File: src/sarseq_pkg.sv
// Package for the SAR converter sequencer: register map, field layout,
// reset values, timing counts and the sequencer state type.
// Assumes a 16-bit register view carried on a 32-bit AXI4-Lite bus.
package sarseq_pkg;

    // Register indices; byte address is four times the index
    localparam int IDX_RESULT = 0;
    localparam int IDX_TRIG = 1;
    localparam int IDX_CTL = 2;
    localparam int IDX_CLK = 3;
    localparam int ADDR_W = 4;
    localparam logic [3:0] ADDR_RESULT = 4'(IDX_RESULT * 4);
    localparam logic [3:0] ADDR_TRIG = 4'(IDX_TRIG * 4);
    localparam logic [3:0] ADDR_CTL = 4'(IDX_CTL * 4);
    localparam logic [3:0] ADDR_CLK = 4'(IDX_CLK * 4);

    // AXI response codes
    localparam logic [1:0] RESP_OKAY = 2'h0;
    localparam logic [1:0] RESP_SLVERR = 2'h2;

    // Trigger/channel register fields
    localparam int TRG_FIRST_LSB = 0;
    localparam int TRG_LAST_LSB = 4;
    localparam int TRG_MODE_BIT = 8;
    localparam int TRG_SRC_LSB = 9;
    localparam int TRG_SAMP_LSB = 12;
    localparam int TRG_JUST_BIT = 15;

    // Control/status register fields
    localparam int CTL_EN_BIT = 0;
    localparam int CTL_ACT_BIT = 1;
    localparam int CTL_RIE_BIT = 2;
    localparam int CTL_OIE_BIT = 3;
    localparam int CTL_RDY_BIT = 4;
    localparam int CTL_OVR_BIT = 5;
    localparam int CTL_CHAN_LSB = 8;

    // Reset values
    localparam logic [2:0] CHAN_RST = 3'h0;
    localparam logic [1:0] SRC_RST = 2'h0;
    localparam logic [2:0] SAMP_RST = 3'h7;
    localparam logic [3:0] DIV_RST = 4'h0;

    // Trigger source codes
    localparam logic [1:0] SRC_SOFT = 2'h0;
    localparam logic [1:0] SRC_TIMER = 2'h1;
    localparam logic [1:0] SRC_EXT = 2'h3;

    // Divider codes and conversion timing, in conversion clock cycles
    localparam logic [3:0] DIV_MAX = 4'he;
    localparam int DIV_CNT_W = 15;
    localparam int SAMP_BASE = 2;
    localparam int CONV_CYCLES = 11;
    localparam logic [3:0] SAMP_LAST_OFS = 4'(SAMP_BASE - 1);
    localparam logic [3:0] CONV_LAST = 4'(CONV_CYCLES - 1);

    typedef enum logic [1:0] {
        SQ_IDLE,
        SQ_SAMPLE,
        SQ_CONVERT
    } sarseq_state_t;

endpackage

File: src/sarseq_clk_if.sv
// Interface between the sequencer and its conversion clock divider.
// Assumes both ends run on the same peripheral clock.
`timescale 1ns/1ns
interface sarseq_clk_if;
    logic [3:0] div_sel;
    logic restart;
    logic tick;
    logic level;

    modport gen (input div_sel, input restart, output tick, output level);
    modport user (output div_sel, output restart, input tick, input level);
endinterface

File: src/sarseq_clkdiv.sv
// Conversion clock divider: one tick per conversion clock period.
// Assumes div_sel is steady while the converter runs.
`timescale 1ns/1ns
module sarseq_clkdiv (
    input wire logic clk_i,
    input wire logic arst_n_i,
    sarseq_clk_if.gen cif
);
    logic [sarseq_pkg::DIV_CNT_W-1:0] cnt_q;
    logic [sarseq_pkg::DIV_CNT_W-1:0] cnt_d;
    logic [sarseq_pkg::DIV_CNT_W-1:0] limit;
    logic [3:0] sel;
    logic lvl_q;

    // Reserved code behaves as the slowest ratio; period is 2^(sel+1)
    assign sel = (cif.div_sel > sarseq_pkg::DIV_MAX) ?
                 sarseq_pkg::DIV_MAX : cif.div_sel;
    assign limit = sarseq_pkg::DIV_CNT_W'((32'h0000_0002 << sel) - 1);
    assign cif.tick = (cnt_q == limit) && !cif.restart;
    assign cnt_d = (cif.restart || cnt_q == limit) ?
                   '0 : cnt_q + 1'b1;
    assign cif.level = lvl_q;

    // Period counter, restarted at the start of each scan
    always_ff @(posedge clk_i or negedge arst_n_i) begin
        if (!arst_n_i) begin
            cnt_q <= '0;
            lvl_q <= 1'b0;
        end else begin
            cnt_q <= cnt_d;
            lvl_q <= cnt_d[sel];
        end
    end
endmodule

File: src/sarseq_top.sv
// SAR converter sequencer: AXI4-Lite registers, trigger selection,
// channel scan, sample/convert timing and result storage.
// Assumes the analog core presents a settled result at the end of the
// last conversion cycle, on this clock.
//
// Added by the designer: the register addresses and the AXI4-Lite slave port.
`timescale 1ns/1ns
// How it works
// - Conversion clock is peripheral clock over 2^(code+1); 0xf reserved.
// - First and last channel fields are 3 bits, both reset to zero.
// - First above last scans upward, wraps from seven to zero, ends at last.
// - One-time mode converts first to last once per trigger, then stops.
// - Continuous mode repeats the channel range until software stops it.
// - Trigger field: 0 software, 1 timer underflow, 3 external pin; resets 0.
// - External source starts a scan on a falling edge of the pin.
// - Timer source starts a scan on a timer underflow pulse while no scan runs.
// - Software source starts a scan on writing 1 to the active bit.
// - Sampling lasts code plus two conversion clocks; field resets to 7.
// - Each channel takes sampling plus 11 conversion clock cycles.
// - Result sits in upper or lower ten bits by justify bit; rest zero.
// - Triggers are taken only while the converter enable bit is 1.
// - Only the selected trigger source can start a scan.
// - A scan always begins sampling at the configured first channel.
// - Active bit reads 1 throughout any scan, whatever started it.
// - A readable 3-bit field shows the channel being converted.
// - Each channel end loads the result and sets ready; reading clears it.
// - Completion with ready still set overwrites and sets sticky overrun.
// - One-time scan clears active at end; continuous write 0 aborts.
// - One interrupt line from ready or overrun, each with its enable.
module sarseq_top (
    input wire logic clk_i,
    input wire logic arst_n_i,
    input wire logic [3:0] s_axi_awaddr_i,
    input wire logic s_axi_awvalid_i,
    output logic s_axi_awready_o,
    input wire logic [31:0] s_axi_wdata_i,
    input wire logic [3:0] s_axi_wstrb_i,
    input wire logic s_axi_wvalid_i,
    output logic s_axi_wready_o,
    output logic [1:0] s_axi_bresp_o,
    output logic s_axi_bvalid_o,
    input wire logic s_axi_bready_i,
    input wire logic [3:0] s_axi_araddr_i,
    input wire logic s_axi_arvalid_i,
    output logic s_axi_arready_o,
    output logic [31:0] s_axi_rdata_o,
    output logic [1:0] s_axi_rresp_o,
    output logic s_axi_rvalid_o,
    input wire logic s_axi_rready_i,
    input wire logic timer_underflow_i,
    input wire logic ext_trigger_pin_n_i,
    input wire logic [9:0] adc_result_i,
    output logic adc_clk_o,
    output logic [2:0] adc_channel_o,
    output logic adc_sample_o,
    output logic adc_convert_o,
    output logic irq_o
);
    // Bus slave state
    logic aw_have_q, w_have_q, bvalid_q, rvalid_q;
    logic [3:0] aw_addr_q;
    logic [15:0] w_data_q;
    logic [1:0] w_strb_q, bresp_q, rresp_q;
    logic [15:0] rdata_q;
    // Settings
    logic [2:0] first_q, last_q, samp_q;
    logic [1:0] src_q;
    logic mode_q, just_q, en_q, rie_q, oie_q;
    logic [3:0] div_q;
    // Sequencer
    sarseq_pkg::sarseq_state_t state_q, state_d;
    logic [2:0] chan_q, chan_d;
    logic [3:0] cnt_q, cnt_d;
    logic [15:0] result_q;
    logic rdy_q, ovr_q;
    // External pin synchroniser
    logic ext_s1_q, ext_s2_q, ext_s3_q, ext_lvl_q;

    sarseq_clk_if cif ();

    sarseq_clkdiv u_div (
        .clk_i(clk_i),
        .arst_n_i(arst_n_i),
        .cif(cif)
    );

    // Register readback by address
    function automatic logic [15:0] reg_val(input logic [3:0] a);
        logic [15:0] v;
        v = 16'h0000;
        case (a)
            sarseq_pkg::ADDR_RESULT: v = result_q;
            sarseq_pkg::ADDR_TRIG: v = {just_q, samp_q, 1'b0, src_q,
                                        mode_q, 1'b0, last_q, 1'b0,
                                        first_q};
            sarseq_pkg::ADDR_CTL: v = {5'h00, chan_q, 2'h0, ovr_q, rdy_q,
                                       oie_q, rie_q,
                                       state_q != sarseq_pkg::SQ_IDLE,
                                       en_q};
            sarseq_pkg::ADDR_CLK: v = {12'h000, div_q};
            default: v = 16'h0000;
        endcase
        return v;
    endfunction

    function automatic logic mapped(input logic [3:0] a);
        return a == sarseq_pkg::ADDR_RESULT || a == sarseq_pkg::ADDR_TRIG ||
               a == sarseq_pkg::ADDR_CTL || a == sarseq_pkg::ADDR_CLK;
    endfunction

    // Write decode: byte lanes merge over the current register value
    logic [15:0] wr_cur, wr_val;
    logic wr_fire, lane0, wr_trig, wr_ctl, wr_clk;
    logic ar_fire, rd_result;
    assign wr_fire = aw_have_q && w_have_q;
    assign wr_cur = reg_val(aw_addr_q);
    assign wr_val = {w_strb_q[1] ? w_data_q[15:8] : wr_cur[15:8],
                     w_strb_q[0] ? w_data_q[7:0] : wr_cur[7:0]};
    assign lane0 = w_strb_q[0];
    assign wr_trig = wr_fire && aw_addr_q == sarseq_pkg::ADDR_TRIG;
    assign wr_ctl = wr_fire && aw_addr_q == sarseq_pkg::ADDR_CTL;
    assign wr_clk = wr_fire && aw_addr_q == sarseq_pkg::ADDR_CLK;
    assign ar_fire = s_axi_arvalid_i && !rvalid_q;
    assign rd_result = ar_fire && s_axi_araddr_i == sarseq_pkg::ADDR_RESULT;

    // Bus handshakes
    assign s_axi_awready_o = !aw_have_q && !bvalid_q;
    assign s_axi_wready_o = !w_have_q && !bvalid_q;
    assign s_axi_bvalid_o = bvalid_q;
    assign s_axi_bresp_o = bresp_q;
    assign s_axi_arready_o = !rvalid_q;
    assign s_axi_rvalid_o = rvalid_q;
    assign s_axi_rdata_o = {16'h0000, rdata_q};
    assign s_axi_rresp_o = rresp_q;

    // Write address and data latch in either order, then one response
    always_ff @(posedge clk_i or negedge arst_n_i) begin
        if (!arst_n_i) begin
            aw_have_q <= 1'b0;
            w_have_q <= 1'b0;
            aw_addr_q <= 4'h0;
            w_data_q <= 16'h0000;
            w_strb_q <= 2'h0;
            bvalid_q <= 1'b0;
            bresp_q <= sarseq_pkg::RESP_OKAY;
        end else begin
            if (s_axi_awvalid_i && s_axi_awready_o) begin
                aw_have_q <= 1'b1;
                aw_addr_q <= s_axi_awaddr_i;
            end
            if (s_axi_wvalid_i && s_axi_wready_o) begin
                w_have_q <= 1'b1;
                w_data_q <= s_axi_wdata_i[15:0];
                w_strb_q <= s_axi_wstrb_i[1:0];
            end
            if (wr_fire) begin
                aw_have_q <= 1'b0;
                w_have_q <= 1'b0;
                bvalid_q <= 1'b1;
                bresp_q <= mapped(aw_addr_q) ? sarseq_pkg::RESP_OKAY :
                           sarseq_pkg::RESP_SLVERR;
            end else if (bvalid_q && s_axi_bready_i) begin
                bvalid_q <= 1'b0;
            end
        end
    end

    // Read channel: data registered one cycle after the address
    always_ff @(posedge clk_i or negedge arst_n_i) begin
        if (!arst_n_i) begin
            rvalid_q <= 1'b0;
            rdata_q <= 16'h0000;
            rresp_q <= sarseq_pkg::RESP_OKAY;
        end else if (ar_fire) begin
            rvalid_q <= 1'b1;
            rdata_q <= reg_val(s_axi_araddr_i);
            rresp_q <= mapped(s_axi_araddr_i) ? sarseq_pkg::RESP_OKAY :
                       sarseq_pkg::RESP_SLVERR;
        end else if (s_axi_rready_i) begin
            rvalid_q <= 1'b0;
        end
    end

    // Settings registers
    always_ff @(posedge clk_i or negedge arst_n_i) begin
        if (!arst_n_i) begin
            first_q <= sarseq_pkg::CHAN_RST;
            last_q <= sarseq_pkg::CHAN_RST;
            mode_q <= 1'b0;
            src_q <= sarseq_pkg::SRC_RST;
            samp_q <= sarseq_pkg::SAMP_RST;
            just_q <= 1'b0;
            div_q <= sarseq_pkg::DIV_RST;
            en_q <= 1'b0;
            rie_q <= 1'b0;
            oie_q <= 1'b0;
        end else begin
            if (wr_trig) begin
                first_q <= wr_val[sarseq_pkg::TRG_FIRST_LSB +: 3];
                last_q <= wr_val[sarseq_pkg::TRG_LAST_LSB +: 3];
                mode_q <= wr_val[sarseq_pkg::TRG_MODE_BIT];
                src_q <= wr_val[sarseq_pkg::TRG_SRC_LSB +: 2];
                samp_q <= wr_val[sarseq_pkg::TRG_SAMP_LSB +: 3];
                just_q <= wr_val[sarseq_pkg::TRG_JUST_BIT];
            end
            if (wr_ctl) begin
                en_q <= wr_val[sarseq_pkg::CTL_EN_BIT];
                rie_q <= wr_val[sarseq_pkg::CTL_RIE_BIT];
                oie_q <= wr_val[sarseq_pkg::CTL_OIE_BIT];
            end
            if (wr_clk) begin
                div_q <= wr_val[3:0];
            end
        end
    end

    // Pin passes three flops; a change counts once stages two and three agree
    always_ff @(posedge clk_i or negedge arst_n_i) begin
        if (!arst_n_i) begin
            ext_s1_q <= 1'b1;
            ext_s2_q <= 1'b1;
            ext_s3_q <= 1'b1;
            ext_lvl_q <= 1'b1;
        end else begin
            ext_s1_q <= ext_trigger_pin_n_i;
            ext_s2_q <= ext_s1_q;
            ext_s3_q <= ext_s2_q;
            if (ext_s2_q == ext_s3_q) begin
                ext_lvl_q <= ext_s3_q;
            end
        end
    end

    // Trigger selection and acceptance
    logic ext_fall, sw_start, trig_hit, start, busy, abort;
    assign ext_fall = ext_lvl_q && ext_s2_q == ext_s3_q && !ext_s3_q;
    assign sw_start = wr_ctl && lane0 && wr_val[sarseq_pkg::CTL_ACT_BIT];
    assign trig_hit = (src_q == sarseq_pkg::SRC_SOFT && sw_start) ||
                      (src_q == sarseq_pkg::SRC_TIMER &&
                       timer_underflow_i) ||
                      (src_q == sarseq_pkg::SRC_EXT && ext_fall);
    assign busy = state_q != sarseq_pkg::SQ_IDLE;
    assign start = en_q && !busy && trig_hit;
    assign abort = busy && (!en_q || (mode_q && wr_ctl && lane0 &&
                   !wr_val[sarseq_pkg::CTL_ACT_BIT]));

    // Phase timing in conversion clock ticks
    logic samp_last, conv_last, done;
    assign samp_last = cnt_q == {1'b0, samp_q} + sarseq_pkg::SAMP_LAST_OFS;
    assign conv_last = cnt_q == sarseq_pkg::CONV_LAST;
    assign done = state_q == sarseq_pkg::SQ_CONVERT && cif.tick && conv_last;
    assign cif.div_sel = div_q;
    assign cif.restart = start;

    // Scan state machine
    always_comb begin
        state_d = state_q;
        chan_d = chan_q;
        cnt_d = cnt_q;
        if (abort) begin
            state_d = sarseq_pkg::SQ_IDLE;
            cnt_d = 4'h0;
        end else begin
            case (state_q)
                sarseq_pkg::SQ_IDLE: begin
                    if (start) begin
                        state_d = sarseq_pkg::SQ_SAMPLE;
                        chan_d = first_q;
                        cnt_d = 4'h0;
                    end
                end
                sarseq_pkg::SQ_SAMPLE: begin
                    if (cif.tick) begin
                        if (samp_last) begin
                            state_d = sarseq_pkg::SQ_CONVERT;
                            cnt_d = 4'h0;
                        end else begin
                            cnt_d = cnt_q + 4'h1;
                        end
                    end
                end
                sarseq_pkg::SQ_CONVERT: begin
                    if (cif.tick) begin
                        if (conv_last) begin
                            cnt_d = 4'h0;
                            state_d = sarseq_pkg::SQ_SAMPLE;
                            if (chan_q != last_q) begin
                                chan_d = chan_q + 3'h1;
                            end else if (mode_q) begin
                                chan_d = first_q;
                            end else begin
                                state_d = sarseq_pkg::SQ_IDLE;
                            end
                        end else begin
                            cnt_d = cnt_q + 4'h1;
                        end
                    end
                end
                default: state_d = sarseq_pkg::SQ_IDLE;
            endcase
        end
    end

    always_ff @(posedge clk_i or negedge arst_n_i) begin
        if (!arst_n_i) begin
            state_q <= sarseq_pkg::SQ_IDLE;
            chan_q <= sarseq_pkg::CHAN_RST;
            cnt_q <= 4'h0;
        end else begin
            state_q <= state_d;
            chan_q <= chan_d;
            cnt_q <= cnt_d;
        end
    end

    // Result store and flags; a completion wins over a same-cycle clear
    always_ff @(posedge clk_i or negedge arst_n_i) begin
        if (!arst_n_i) begin
            result_q <= 16'h0000;
            rdy_q <= 1'b0;
            ovr_q <= 1'b0;
        end else begin
            if (done) begin
                result_q <= just_q ? {adc_result_i, 6'h00} :
                            {6'h00, adc_result_i};
                rdy_q <= 1'b1;
            end else if (rd_result) begin
                rdy_q <= 1'b0;
            end
            if (done && rdy_q) begin
                ovr_q <= 1'b1;
            end else if (wr_ctl && lane0 &&
                         wr_val[sarseq_pkg::CTL_OVR_BIT]) begin
                ovr_q <= 1'b0;
            end
        end
    end

    // Core and interrupt outputs
    assign adc_clk_o = cif.level;
    assign adc_channel_o = chan_q;
    assign adc_sample_o = state_q == sarseq_pkg::SQ_SAMPLE;
    assign adc_convert_o = state_q == sarseq_pkg::SQ_CONVERT;
    assign irq_o = (rdy_q && rie_q) || (ovr_q && oie_q);
endmodule
File: config.mk
export PLATFORM = sky130hd
export DESIGN_NAME = sarseq_top
export DESIGN_NICKNAME = d
export VERILOG_FILES = /design/src/sarseq_pkg.sv /design/src/sarseq_clk_if.sv /design/src/sarseq_clkdiv.sv /design/src/sarseq_top.sv
export SDC_FILE = /design/constraint.sdc
export NUM_CORES = 1
export LEC_CHECK = 0
export BUFFER_PORTS_ARGS = -buffer_cell sky130_fd_sc_hd__clkbuf_2
export CORE_MARGIN = 2
export CORE_UTILIZATION = 56
export DETAILED_ROUTE_END_ITERATION = 10
export PLACE_DENSITY = 0.86
export SLEW_MARGIN = 20
export SYNTH_ARGS = -nofsm -noshare
export SYNTH_HDL_FRONTEND = slang
export SYNTH_HIERARCHICAL = 1
export SYNTH_SLANG_ARGS = --single-unit
File: constraint.sdc
create_clock -name clk_i -period 4.84 [get_ports clk_i]
set_input_delay 0.484 -clock clk_i [delete_from_list [all_inputs] [get_ports clk_i]]
set_output_delay 0.484 -clock clk_i [all_outputs]
set_load 0.05 [all_outputs]
==> flow_metrics.env <==
export IMPL_status="complete, no violations"
export IMPL_ys_flop_type="dfrtp_1"
export IMPL_period_share_pct=82.2
export IMPL_crit_required_ps=5130
export IMPL_fmax_mhz=251
export IMPL_drive_gt1_share_pct=24.4
export IMPL_synth_distinct_cells=68
export IMPL_critical_path_endpoint="adc_channel_o[2]"
export IMPL_synth_cells=590
export IMPL_slowest_delay_ps=570
export IMPL_initial_core_util_pct=58.1
export IMPL_total_power_mw=3.80
export IMPL_syn_area_per_cell_sq_um=10.2
export IMPL_grt_max_degree=62
export IMPL_clock_latency_ps=380
export IMPL_rsz0062_at_grt="false"
export IMPL_ioPinCount=111
export IMPL_grt_ovfl_total=0
export IMPL_r2r_start="cif.div_sel[3]"
export IMPL_final_cell_mix="102 x dfrtp_1, 71 x clkbuf_2, 60 x nand2_1"
export IMPL_cp_num_cells=14
export IMPL_mostFrequentLayoutCell="dfrtp_1"
export IMPL_cp_start_kind="flop"
export IMPL_grt_total_usage_pct=24.2
export IMPL_rrSetupSlack_ps=860
export IMPL_synth_seq_area_share_pct=45.4
export IMPL_dpl_instance_area_sq_um=6370
export IMPL_core_area_sq_um=10400
export IMPL_path_max_fanout=18
export IMPL_syn_to_final_growth_pct=9.36
export IMPL_cp_top_family="simple AND/OR/NAND/NOR gates"
export IMPL_grt_antenna_before_repair=0
export IMPL_cts_tree="done"
export IMPL_leakagePower_nw=3.12
export IMPL_reg2reg_depth=14
export IMPL_cts_hold_buffers_added=0
export IMPL_stdcell_count=788
export IMPL_rows=37
export IMPL_remaining_drc_errors=0
export IMPL_fin_area_sq_um=6590
export IMPL_cts_setup_buffers=0
export IMPL_wl_per_cell_um=16.8
export IMPL_cts_root_buf="clkbuf_8"
export IMPL_cp_end_kind="flop"
export IMPL_cts_buffers=9
export IMPL_min_period_ps=3980
export IMPL_dp_cells=772
export IMPL_tns_ps=0
export IMPL_ys_ff_latch=109
export IMPL_detailedPlace_worstSlack_ps=1010
export IMPL_finalNetCount=721
export IMPL_drv_cap=0
export IMPL_drt_initial_drc_count=327
export IMPL_cts_sinks=109
export IMPL_die_area_sq_um=11600
export IMPL_ys_warn_count=6
export IMPL_drv_slew=0
export IMPL_via_per_inst=5.99
export IMPL_fillCellCount=820
export IMPL_ant_nets=0
export IMPL_io_buffers=72
export IMPL_cp_arrival_ps=4270
export IMPL_fin_util_pct=63.6
export IMPL_finClkSkew_ps=16.7
export IMPL_dr_pass1_iters=6
export IMPL_vias=4724
export IMPL_path_class="flop to flop"
export IMPL_cts_resized=0
export IMPL_crit_slowest_cell="dfrtp_1"
export IMPL_die_h_um=108
export IMPL_path_clk_slew_ps=100
export IMPL_hp_class="input port to asynchronous set/reset pin"
export IMPL_setup_viol_count_final=0
export IMPL_routabilityCongestion=0.888
export IMPL_die_x_um=108
export IMPL_clock_path_buffers=2
export IMPL_hold_viol=0
export IMPL_fin_ws_ps=863
export IMPL_r2r_end="adc_channel_o[2]"
export IMPL_grt_pass1_vias=4597
export IMPL_relSlewSlack_pct=45.1
export IMPL_critPathBufInv=1
export IMPL_async_reset_ff_share_pct=100
export IMPL_hpwl_um=9740
export IMPL_worst_pin_slew_ps=816
export IMPL_synth_edf_count=0
export IMPL_ir_drop_v=0.000433
export IMPL_crit_chain="or3_1 -> ha_1 -> buf_4 -> and3b_1 -> a32oi_1 -> nand4_1 -> a221oi_1 -> nand4_1 -> nor2_1 -> and3_1 -> a22oi_1 -> o21ai_1 -> o21ai_0 -> a22oi_1"
export IMPL_netlist_area_sq_um=6030
export IMPL_critical_path_startpoint="cif.div_sel[3]"
export IMPL_powerDensity_nw_per_um2=577
export IMPL_htreeDepth=3
export IMPL_routed_wl_um=13200
export IMPL_grt_pass1_wl_um=22100
export IMPL_antenna_diode_count=0
export IMPL_hold_ws_ps=170
[logic make-up after synthesis]
family,synth area share [%]
and+or+nand+nor,15.3
AOI/OAI and AO/OA,13.6
DFF,45.4
buffers and inverters,6.48
muxes,13.0
xor gates and xnor gates,3.78
adders and majority gates,2.45
other,0.0622
[state kept, by name, indices dropped and copies added (netlist names), 2 cells and up]
register	flops
aw_addr_q	4
first_q	3
result_q	16
state_q	2
samp_q	3
cnt_q	4
last_q	3
cif.div_sel	4
w_strb_q	2
u_div/cnt_q	15
adc_channel_o	3
w_data_q	14
src_q	2
rdata_q	16
[layout make-up]
class | count | area, sq um | area share, %
clock inverter | 5 | 66.3 | 1.01
clock buffer | 11 | 151 | 2.30
tap | 136 | 170 | 2.58
sequential | 109 | 2740 | 41.5
timing repair buffer | 80 | 423 | 6.41
inverter | 20 | 75.1 | 1.14
multi-input combinational | 427 | 2970 | 45.1
[Yosys cell counts, drive strengths merged (3+ instances only)]
library cell	instances	area [sq um]
nand3	17	85.1
xnor2	16	140
or3	6	37.5
dfrtp	102	2550
nor4	4	31.3
mux2i	24	240
o22ai	4	25.0
o21ai	43	219
a21oi	14	70.1
ha	11	138
xor2	10	87.6
nor3	11	55.1
dfstp	7	184
a21boi	3	22.5
a22oi	4	30.0
a31oi	4	31.3
nor2b	7	43.8
nand2b	12	75.1
buf	37	263
a22o	16	140
mux4	6	135
nor2	41	154
inv	20	75.1
mux2	36	405
a211oi	3	27.5
and2	3	18.8
clkbuf	14	52.6
nand2	60	225
nand4	8	50.1
and3	3	18.8
o31ai	6	45.0
o21a	3	22.5
[report_power, final]
| group | switching (mW) | total [mW] | internal [mW] |
|---|---|---|---|
| sequential | 0.346 | 1.51 | 1.16 |
| clock | 0.312 | 0.587 | 0.275 |
| combinational | 0.987 | 1.71 | 0.723 |
| total | 1.64 | 3.80 | 2.16 |
[metal layers]
metal	GRT usage, %	vias up	part of all wire [%]
met5	0	-	0
met4	9.52	0	2.6
met3	3.15	34	6.6
met2	39.3	230	48
met1	33.0	2288	43
li1	-	2172	-
[worst min-delay path by stage]
stage / slack [ps] / start / endpoint
detailed placement: 350 / ext_s1_q / ext_s2_q
global route: 180 / ext_trigger_pin_n_i / ext_s1_q
floorplan: 190 / arst_n_i / adc_channel_o[0]
global placement: 350 / ext_s1_q / ext_s2_q
finish: 170 / arst_n_i / w_data_q[12]
CTS: 180 / ext_trigger_pin_n_i / ext_s1_q
Power figures use the tool's default switching activity.
